`src/shared/trig_scan_pkg.sv`:
```
/*
 * Package for the trigger, scanner and calibration-protect controller:
 * register map, field layouts, reset values, timing counts, types.
 * Assumes a 200 MHz system clock and an AHB-Lite register bus.
 */
package trig_scan_pkg;

	// ------------------------------------------------------------------
	// timing
	// ------------------------------------------------------------------
	localparam int unsigned CLK_MHZ        = 200;
	localparam int unsigned TRIG_LAT_MS    = 10;
	localparam int unsigned BBM_GAP_US     = 2000;
	localparam int unsigned BBM_GAP_CYC    = BBM_GAP_US * CLK_MHZ;
	localparam int unsigned TRIG_MIN_US    = 400;
	localparam int unsigned TRIG_MIN_CYC   = TRIG_MIN_US * CLK_MHZ;

	// ------------------------------------------------------------------
	// scanner
	// ------------------------------------------------------------------
	localparam int unsigned NUM_CH         = 20;
	localparam logic [4:0]  CH_FRONT       = 5'h14;
	localparam logic [4:0]  CH_NONE        = 5'h1F;

	// ------------------------------------------------------------------
	// register offsets (byte addresses)
	// ------------------------------------------------------------------
	localparam logic [7:0] OFS_CTRL        = 8'h00;
	localparam logic [7:0] OFS_CHSEL       = 8'h04;
	localparam logic [7:0] OFS_STATUS      = 8'h08;
	localparam logic [7:0] OFS_STORE_ADDR  = 8'h0C;
	localparam logic [7:0] OFS_STORE_DATA  = 8'h10;
	localparam logic [7:0] OFS_RELAYS      = 8'h14;

	// ctrl fields
	localparam int unsigned CTRL_SINGLE    = 0;
	localparam int unsigned CTRL_TRIG_EN   = 1;
	localparam int unsigned CTRL_FRONT     = 2;
	localparam logic [2:0]  CTRL_RESET     = 3'h0;

	// status fields
	localparam int unsigned ST_BUSY        = 0;
	localparam int unsigned ST_CAL         = 1;
	localparam int unsigned ST_SWITCHING   = 2;
	localparam int unsigned ST_REFUSED     = 3;

	typedef enum logic [1:0] {
		SC_IDLE  = 2'b00,
		SC_BREAK = 2'b01,
		SC_GAP   = 2'b10,
		SC_MAKE  = 2'b11
	} scan_state_t;

	typedef struct packed {
		logic        we;
		logic [7:0]  addr;
		logic [31:0] data;
	} store_wr_t;

endpackage : trig_scan_pkg

```
`src/hw/trig_scan_ctrl.sv`:
```
/*
 * Trigger, scanner sequencer and calibration write guard with an
 * AHB-Lite register slave. Assumes one 200 MHz clock; trigger and
 * calibration switch arrive asynchronously from isolated pins.
 */
//
// Functional notes
// - external trigger acts only in single mode
// - start within 10 ms of rising edge
// - new trigger aborts and restarts measurement
// - twenty channels, never more than one closed
// - open old, wait gap, close new
// - channels 00-09 group A, 10-19 group B
// - front output relays switch independently
// - measure setting refuses stored data writes
// - calibration setting lifts protection, calibration mode
// - after reset channels open, trigger disabled
// - front sockets selectable as channel twenty
`timescale 1ns/1ps
module trig_scan_ctrl #(
	// cycles per microsecond; a bench may lower it to shorten the relay gap
	parameter int unsigned US_CYC = trig_scan_pkg::CLK_MHZ
) (
	// clock, reset, enable
	input  wire logic                     clk,
	input  wire logic                     rst_n,
	input  wire logic                     clkEn,
	// ahb-lite slave
	input  wire logic                     hsel,
	input  wire logic [7:0]               haddr,
	input  wire logic [1:0]               htrans,
	input  wire logic                     hwrite,
	input  wire logic [2:0]               hsize,
	input  wire logic [31:0]              hwdata,
	input  wire logic                     hready,
	output logic      [31:0]              hrdata,
	output logic                          hreadyout,
	output logic                          hresp,
	// pins
	input  wire logic                     trigPin,
	input  wire logic                     calSwitchPin,
	// measurement sequencer
	input  wire logic                     measDone,
	output logic                          measStart,
	output logic                          measAbort,
	// scanner relays
	output logic      [9:0]               chanGroupLo,
	output logic      [9:0]               chanGroupHi,
	output logic      [3:0]               frontRelays,
	// store write port
	output trig_scan_pkg::store_wr_t      storeWr,
	output logic                          calMode
);

	// ------------------------------------------------------------------
	// pin synchronisers
	// ------------------------------------------------------------------
	logic [2:0] trigSync_r;
	logic [2:0] calSync_r;
	logic       trigLevel_r;
	logic       trigPrev_r;
	logic       calLevel_r;

	always_ff @(posedge clk or negedge rst_n) begin
		if (!rst_n) begin
			trigSync_r <= 3'h0;
			calSync_r  <= 3'h0;
		end else if (clkEn) begin
			trigSync_r <= {trigSync_r[1:0], trigPin};
			calSync_r  <= {calSync_r[1:0], calSwitchPin};
		end
	end

	// a level changes only once stages two and three agree
	always_ff @(posedge clk or negedge rst_n) begin
		if (!rst_n) begin
			trigLevel_r <= 1'b0;
			trigPrev_r  <= 1'b0;
			calLevel_r  <= 1'b0;
		end else if (clkEn) begin
			if (trigSync_r[1] == trigSync_r[2])
				trigLevel_r <= trigSync_r[2];
			trigPrev_r <= trigLevel_r;
			if (calSync_r[1] == calSync_r[2])
				calLevel_r <= calSync_r[2];
		end
	end

	logic trigRise;
	assign trigRise = trigLevel_r & ~trigPrev_r;

	// ------------------------------------------------------------------
	// register state
	// ------------------------------------------------------------------
	logic [2:0]  ctrl_r;
	logic [4:0]  chanReq_r;
	logic [3:0]  relays_r;
	logic [7:0]  storeAddr_r;
	logic        refused_r;
	logic        busy_r;

	logic        dpWrite_r;
	logic        dpRead_r;
	logic [7:0]  dpAddr_r;

	logic        addrPhase;
	assign addrPhase = hsel & hready & htrans[1];

	always_ff @(posedge clk or negedge rst_n) begin
		if (!rst_n) begin
			dpWrite_r <= 1'b0;
			dpRead_r  <= 1'b0;
			dpAddr_r  <= 8'h00;
		end else if (clkEn && hready) begin
			dpWrite_r <= addrPhase & hwrite;
			dpRead_r  <= addrPhase & ~hwrite;
			dpAddr_r  <= haddr;
		end
	end

	function automatic logic hit(input logic [7:0] a, input logic [7:0] ofs);
		hit = (a[7:2] == ofs[7:2]);
	endfunction : hit

	logic wrCtrl;
	logic wrChan;
	logic wrStore;
	assign wrCtrl  = dpWrite_r & hit(dpAddr_r, trig_scan_pkg::OFS_CTRL);
	assign wrChan  = dpWrite_r & hit(dpAddr_r, trig_scan_pkg::OFS_CHSEL);
	assign wrStore = dpWrite_r & hit(dpAddr_r, trig_scan_pkg::OFS_STORE_DATA);

	always_ff @(posedge clk or negedge rst_n) begin
		if (!rst_n) begin
			ctrl_r      <= trig_scan_pkg::CTRL_RESET;
			chanReq_r   <= trig_scan_pkg::CH_NONE;
			relays_r    <= 4'h0;
			storeAddr_r <= 8'h00;
		end else if (clkEn) begin
			if (wrCtrl)
				ctrl_r <= hwdata[2:0];
			// out-of-range numbers deselect rather than alias
			if (wrChan)
				chanReq_r <= (hwdata[4:0] > trig_scan_pkg::CH_FRONT) ?
					trig_scan_pkg::CH_NONE : hwdata[4:0];
			if (dpWrite_r && hit(dpAddr_r, trig_scan_pkg::OFS_RELAYS))
				relays_r <= hwdata[3:0];
			if (dpWrite_r && hit(dpAddr_r, trig_scan_pkg::OFS_STORE_ADDR))
				storeAddr_r <= hwdata[7:0];
		end
	end

	// ------------------------------------------------------------------
	// calibration write guard
	// ------------------------------------------------------------------
	assign calMode = calLevel_r;

	always_ff @(posedge clk or negedge rst_n) begin
		if (!rst_n) begin
			storeWr   <= '0;
			refused_r <= 1'b0;
		end else if (clkEn) begin
			storeWr.we   <= wrStore & calLevel_r;
			storeWr.addr <= storeAddr_r;
			if (wrStore)
				storeWr.data <= hwdata;
			// sticky until status is read; a new refusal wins over the clear
			if (wrStore && !calLevel_r)
				refused_r <= 1'b1;
			else if (dpRead_r && hit(dpAddr_r, trig_scan_pkg::OFS_STATUS))
				refused_r <= 1'b0;
		end
	end

	// ------------------------------------------------------------------
	// trigger to measurement start
	// ------------------------------------------------------------------
	logic trigAccept;
	assign trigAccept = trigRise & ctrl_r[trig_scan_pkg::CTRL_SINGLE]
		& ctrl_r[trig_scan_pkg::CTRL_TRIG_EN];

	// start issued five cycles after pin edge, far inside the latency bound
	always_ff @(posedge clk or negedge rst_n) begin
		if (!rst_n) begin
			measStart <= 1'b0;
			measAbort <= 1'b0;
			busy_r    <= 1'b0;
		end else if (clkEn) begin
			measStart <= trigAccept;
			measAbort <= trigAccept & busy_r;
			if (trigAccept)
				busy_r <= 1'b1;
			else if (measDone)
				busy_r <= 1'b0;
		end
	end

	// ------------------------------------------------------------------
	// break-before-make scanner sequencer
	// ------------------------------------------------------------------
	trig_scan_pkg::scan_state_t scanState_r;
	logic [4:0]  chanOn_r;
	logic [4:0]  chanTgt_r;
	logic [19:0] gapCnt_r;

	always_ff @(posedge clk or negedge rst_n) begin
		if (!rst_n) begin
			scanState_r <= trig_scan_pkg::SC_IDLE;
			chanOn_r    <= trig_scan_pkg::CH_NONE;
			chanTgt_r   <= trig_scan_pkg::CH_NONE;
			gapCnt_r    <= 20'h00000;
		end else if (clkEn) begin
			case (scanState_r)
				trig_scan_pkg::SC_IDLE: begin
					if (chanReq_r != chanOn_r) begin
						chanTgt_r   <= chanReq_r;
						scanState_r <= trig_scan_pkg::SC_BREAK;
					end
				end
				trig_scan_pkg::SC_BREAK: begin
					chanOn_r    <= trig_scan_pkg::CH_NONE;
					gapCnt_r    <= 20'(trig_scan_pkg::BBM_GAP_US * US_CYC - 1);
					scanState_r <= (chanTgt_r == trig_scan_pkg::CH_NONE) ?
						trig_scan_pkg::SC_IDLE : trig_scan_pkg::SC_GAP;
				end
				trig_scan_pkg::SC_GAP: begin
					if (gapCnt_r == 20'h00000)
						scanState_r <= trig_scan_pkg::SC_MAKE;
					else
						gapCnt_r <= gapCnt_r - 20'h00001;
				end
				trig_scan_pkg::SC_MAKE: begin
					chanOn_r    <= chanTgt_r;
					scanState_r <= trig_scan_pkg::SC_IDLE;
				end
				default: scanState_r <= trig_scan_pkg::SC_IDLE;
			endcase
		end
	end

	// one-hot decode guarantees at most one relay closed
	logic [19:0] chanOneHot;
	genvar gi;
	generate
		for (gi = 0; gi < 20; gi++) begin : g_dec
			assign chanOneHot[gi] = (chanOn_r == 5'(gi));
		end
	endgenerate

	always_ff @(posedge clk or negedge rst_n) begin
		if (!rst_n) begin
			chanGroupLo <= 10'h000;
			chanGroupHi <= 10'h000;
			frontRelays <= 4'h0;
		end else if (clkEn) begin
			chanGroupLo <= chanOneHot[9:0];
			chanGroupHi <= chanOneHot[19:10];
			frontRelays <= (ctrl_r[trig_scan_pkg::CTRL_FRONT] ||
				chanOn_r == trig_scan_pkg::CH_FRONT) ? relays_r : 4'h0;
		end
	end

	// ------------------------------------------------------------------
	// read data
	// ------------------------------------------------------------------
	logic [31:0] rdMux;
	always_comb begin
		rdMux = 32'h00000000;
		if (hit(haddr, trig_scan_pkg::OFS_CTRL))
			rdMux = {29'h0, ctrl_r};
		else if (hit(haddr, trig_scan_pkg::OFS_CHSEL))
			rdMux = {19'h0, chanOn_r, 3'h0, chanReq_r};
		else if (hit(haddr, trig_scan_pkg::OFS_STATUS))
			rdMux = {28'h0, refused_r, (scanState_r != trig_scan_pkg::SC_IDLE),
				calLevel_r, busy_r};
		else if (hit(haddr, trig_scan_pkg::OFS_STORE_ADDR))
			rdMux = {24'h0, storeAddr_r};
		else if (hit(haddr, trig_scan_pkg::OFS_RELAYS))
			rdMux = {28'h0, relays_r};
	end

	always_ff @(posedge clk or negedge rst_n) begin
		if (!rst_n)
			hrdata <= 32'h00000000;
		else if (clkEn && addrPhase && !hwrite)
			hrdata <= rdMux;
	end

	assign hreadyout = 1'b1;
	assign hresp     = 1'b0;

endmodule : trig_scan_ctrl

```
`config.mk`:
```
export PLATFORM = sky130hd
export DESIGN_NAME = trig_scan_ctrl
export DESIGN_NICKNAME = d
export VERILOG_FILES = /design/src/shared/trig_scan_pkg.sv /design/src/hw/trig_scan_ctrl.sv
export SDC_FILE = /design/constraint.sdc
export NUM_CORES = 1
export LEC_CHECK = 0
export BUFFER_PORTS_ARGS = -buffer_cell sky130_fd_sc_hd__buf_2
export CELL_PAD_IN_SITES_DETAIL_PLACEMENT = 1
export CELL_PAD_IN_SITES_GLOBAL_PLACEMENT = 1
export CORE_MARGIN = 10
export CORE_UTILIZATION = 40
export DETAILED_ROUTE_END_ITERATION = 10
export PLACE_DENSITY_LB_ADDON = 0.3
export SKIP_CTS_REPAIR_TIMING = 1
export SLEW_MARGIN = 20
export SYNTH_ARGS = -nofsm -noshare
export SYNTH_HDL_FRONTEND = slang
export SYNTH_SLANG_ARGS = --single-unit
export TNS_END_PERCENT = 5
```
`constraint.sdc`:
```
create_clock -name clk -period 2.65 [get_ports clk]
set_input_delay 0 -clock clk [delete_from_list [all_inputs] [get_ports clk]]
set_output_delay 0 -clock clk [all_outputs]
set_load 0.02 [all_outputs]
```
After elaboration in Yosys (flattened, before gate mapping)
Cells that the tools add are included.
{"block": "totals", "regBits": 172, "output_inout_bits": 102}
{"block": "op_classes", "add_sub_neg": 1, "n_lt_le_gt_ge": 1, "n_eq_ne": 39, "mux": 18, "bitwise_logic": 14, "reduce_logical": 33}
{"cell": "5-bit by 4-bit == test with 1-bit output, second input constant", "count": 8}
{"cell": "20-bit case mux with 2 select lines", "count": 1}
{"cell": "5-bit == test, second input constant", "count": 6}
{"cell": "13-bit 2-to-1 mux", "count": 2}
{"cell": "6-bit by 2-bit == test with 1-bit output, second input constant", "count": 4}
{"cell": "5-bit by 3-bit == test with 1-bit output, second input constant", "count": 4}
{"cell": "20-bit zero test", "count": 1}
{"cell": "20-bit 2-to-1 mux", "count": 1}
{"cell": "2-bit AND reduction", "count": 10}
{"cell": "20-bit by 1-bit subtractor with 20-bit output, second input constant", "count": 1}
{"cell": "6-bit by 3-bit == test with 1-bit output, second input constant", "count": 3}
{"cell": "8-bit 2-to-1 mux", "count": 2}
{"cell": "1-bit AND", "count": 12}
{"cell": "6-bit by 1-bit == test with 1-bit output, second input constant", "count": 2}
{"cell": "6-bit zero test", "count": 2}
{"cell": "5-bit by 2-bit == test with 1-bit output, second input constant", "count": 2}
{"cell": "5-bit case mux with 2 select lines", "count": 1}
{"cell": "2-bit nonzero test", "count": 5}
{"cell": "3-bit AND reduction", "count": 3}
{"cell": "4-bit 2-to-1 mux", "count": 2}
{"cell": "2-bit case mux with 4 select lines", "count": 1}
{"cell": "1-bit logical AND", "count": 7}
{"cell": "2-bit 2-to-1 mux", "count": 3}
{"cell": "2-bit != test, second input constant", "count": 3}
{"cell": "other kinds (13)", "count": 20}

Longest topological paths before layout
{"block": "depth", "depth_word": 6, "ltp_mapped": 8, "ltp_nobuf": 7}

Worst setup path after synthesis
OpenSTA, ideal clock, no wires.
{"block": "synth_path", "path_kind": "reg2reg", "start": "register gapCnt_r[0]", "end": "register gapCnt_r[7]", "setup_ns": 0.078, "arrival_time_ns": 1.910, "required_time_ns": 2.572, "setup_slack_ns": 0.663, "path_stages_with_launch": 9, "period_less_slack_ns": 1.987, "cell_sequence": "dfrtp_1 -> inv_1 -> ha_1 -> nor3b_1 -> and3_1 -> buf_4 -> a311o_1 -> or3_1 -> a21oi_1"}
{"block": "synth_via", "elab_chain_len": 3}
{"item": "start: declaration", "line_no": "trig_scan_ctrl.sv:203", "text": "logic [19:0] gapCnt_r;"}
{"item": "start signal: assignment", "line_no": "trig_scan_ctrl.sv:221", "text": "gapCnt_r <= 20'(trig_scan_pkg::BBM_GAP_US * US_CYC - 1);"}
{"item": "start signal: assignment", "line_no": "trig_scan_ctrl.sv:229", "text": "gapCnt_r <= gapCnt_r - 20'h00001;"}
{"item": "20-bit by 1-bit subtractor with 20-bit output / 20-bit zero test (equally long branches)", "line_no": "trig_scan_ctrl.sv:229, trig_scan_ctrl.sv:226"}
{"item": "20-bit 2-to-1 mux / 2-bit != test (equally long branches)"}
{"item": "20-bit case mux with 2 select lines / 3-bit AND reduction (equally long branches)"}
Parallel ways exist; a longest one is shown, timed or not. The select of a mux whose other input is x is not followed.
A chain may end at the register's enable or synchronous reset.

Final worst setup path
Ends and elaborated chain as after synthesis.

==> impl_metrics.csv <==
group,metric,value,unit
status,status,"complete, no violations",
power,powerDensity,794,mW/mm²
yosys,ys_top_cells_by_area,"dfrtp_1 50%, mux2_2 11%, dfstp_2 5.8%, nand2_1 3.1%, o2bb2ai_1 2.6%",
clocking,numCtsBuffers,17,
yosys,ys_ff_latch,151,
drt,dr_total_vias,5157,
drt,final_antenna_net_count,0,
drt,wl_per_cell,19.5,µm
drt,wl_met2,9970,µm
drt,drc,0,
layout,area_delta_synth_final,27.4,%
sta,rsz0062_at_grt,"false",
clocking,cts_tree,"done",
drt,m1WireLength,7640,µm
place,numPortBuffers,128,
sta,skew,0.00522,ns
grt,antenna_found_initial,0,
yosys,synth_xor_area_share,1.40,%
clocking,clkSlewWorstSetupHoldPaths,0.06,ns
place,gp_congestion,0.793,
layout,drive_gt1_share,35.7,%
sta,finalCritPeriodShare,82.7,%
yosys,yosysWarnings,0,
clocking,clk_latency,0.42,ns
drt,drtIter0Drc,199,
yosys,synthArstFlopShare,100,%
yosys,synth-seq-area-share,56.1,%
yosys,yosysUniqueCellTypes,61,
clocking,cts.htree.levels,4,
grt,overflow,0,
yosys,synth.most_common_cell,"dfrtp_1",
yosys,synthSimpleGateAreaFrac,11.6,%
layout,fillers,1807,
sta,finalHoldViolCount,0,
place,dp_hpwl,13600,µm
run,cap_viol_max_count,0,
yosys,netlist.top_cell.by_area,"dfrtp_1",
sta,setup_ws,0.458,ns
power,p_leak,4.19,nW
yosys,synth_compound_area_share,13.5,%
yosys,synth_top_family_by_area,"compound AO/OA/AOI/OAI gates",
grt,grt_max_degree,60,
sta,relSlewSlack,57.7,%
sta,setup_viol_count_final,0,
floorplanning,chipWidth,150,µm
sta,slew_violations,0,
yosys,muxShareOfSynthArea,11.8,%
min_path,hold_path.class,"primary input to flop",
yosys,synth-main-ff-cell,"dfrtp_1",
floorplanning,rows,47,
floorplanning,coreArea,0.0166,mm²
drt,highest_layer,"met4",
grt,grt_pass1_vias,5814,
floorplanning,dieArea,0.0225,mm²
floorplanning,initial_utilization,40.8,%
drt,routed_wl,19200,µm
place,pre_cts_ws,0.480,ns
critical_path,cp-end-kind,"flop",
place,place_area,0.00759,mm²
yosys,synthAdderAreaFrac,0.370,%
critical_path,rr_worst_depth,7,
power,ir_drop,573,µV
layout,diodes,0,
critical_path,startpoint_type,"flop",
layout,regArea,0.00380,mm²
floorplanning,io-pin-count,156,
layout,fin_util,52.0,%
layout,nNetsFinal,807,
sta,timing.hold.ws,0.0146,ns
yosys,syn-cell-area,0.00677,mm²
yosys,syn-instance-count,585,
critical_path,crit_fanout,11,
drt,vias_per_cell,5.24,
yosys,synth_commonest_cells,"136 x dfrtp_1, 68 x mux2_2, 56 x nand2_1",
clocking,cts_root_buffer,"clkbuf_16",
yosys,avgSynthCellArea,11.6,µm²
layout,multi_input_area,0.00270,mm²
grt,grt_pass1_wl,30700,µm
clocking,cts.sinks,151,
sta,fin_crit,2.19,ns
min_path,min_path_cells,4,
yosys,synth_edf_count,0,
clocking,clock_path_buffers,2,
critical_path,worst-setup-path-type,"flop to flop",
drt,drt_first_pass_iters,4,
sta,tightest_slew,0.634,ns
layout,design_area,0.00862,mm²
critical_path,worstPathRequired,3.00,ns
yosys,synth_top_area_share,50.3,%
sta,fmax,0.456,GHz
floorplanning,fp.dieH,150,µm
sta,finalSetupTns,0,ns
grt,grt_usage,17.1,%
drt,met3_length,1250,µm
critical_path,crit_arrival,2.54,ns
[where the power goes]
part	switching [mW]	leakage, nW	internal, mW
Combinational	0.755	1.92	0.514
Sequential	0.376	1.96	2.63
Clock	0.964	0.313	1.61
Total	2.09	4.19	4.75
[kinds of logic after synthesis]
logic type               after synthesis
other                                  2
adder cells (fa/ha/maj)                2
buffers and inverters                 70
AO/OA/AOI/OAI                        122
multiplexers                          71
AND/OR/NAND/NOR                      157
XOR/XNOR                              10
flip-flops                           151
[area by class of cell]
class	count	area share, %
clock buffers	22	5.73
clock inverters	10	1.61
inverters	17	0.740
multi-input cells	383	31.3
flip-flops and latches	151	44.0
well taps	220	3.19
repair buffers	181	13.4
[sequential cells by signal, indices dropped and copies added (netlist names), 4 cells and up, named ones only]
name / cells
hrdata: 13
gapCnt_r: 20
chanTgt_r: 5
relays_r: 4
chanOn_r: 5
storeWr: 41
chanReq_r: 5
dpAddr_r: 6
chanGroupHi: 10
chanGroupLo: 10
storeAddr_r: 8
frontRelays: 4
[placed cells by master, fill, tap and decap left out, drive strengths merged, types with 4 or more instances in the layout]
cell,instances
or3,8
a21oi,17
inv,19
nand3,19
o22a,6
dlygate4sd3,40
a31oi,4
dfstp,15
nor2,27
nand2b,9
mux2,68
nor3,12
buf,141
o2bb2ai,20
conb,21
o21a,4
dfrtp,136
nand2,56
o21ai,25
xnor2,7
a21o,5
clkbuf,22
clkinv,4
o31ai,4
and3,5
a22o,12
[per-stage QoR]
stage,cells,power [mW]
finish,984,6.85
global route,984,7.20
CTS,944,6.86
detailed placement,912,4.27
global placement,912,4.17
floorplan,604,3.79
[critical path, stage by stage, from the launching register on]
cell and delay (ns):
dfrtp_1 0.43, inv_1 0.09, ha_1 0.19, nor3b_1 0.13
and3_1 0.35, a311o_1 0.44, or3_1 0.33, a21oi_1 0.15
[layer usage]
layer,global-route usage [%],vias up
met3,5.52,28
met2,30.3,134
met5,0,-
li1,-,2387
met1,18.9,2608
met4,5.83,0
[path summary, 6_finish.rpt]
kind                       slack (ns)         from           to
setup / recovery                 0.46  gapCnt_r[0]  gapCnt_r[7]
hold / removal                   0.01    htrans[1]    dpWrite_r
setup reg to reg                 0.46  gapCnt_r[0]  gapCnt_r[7]
hold reg to reg                  0.47    hrdata[4]    hrdata[4]
max in group asynchronous        1.62        rst_n  chanOn_r[1]
min in group asynchronous        0.11        rst_n  storeWr[27]
No activity file was read; power rests on OpenSTA's default activity.
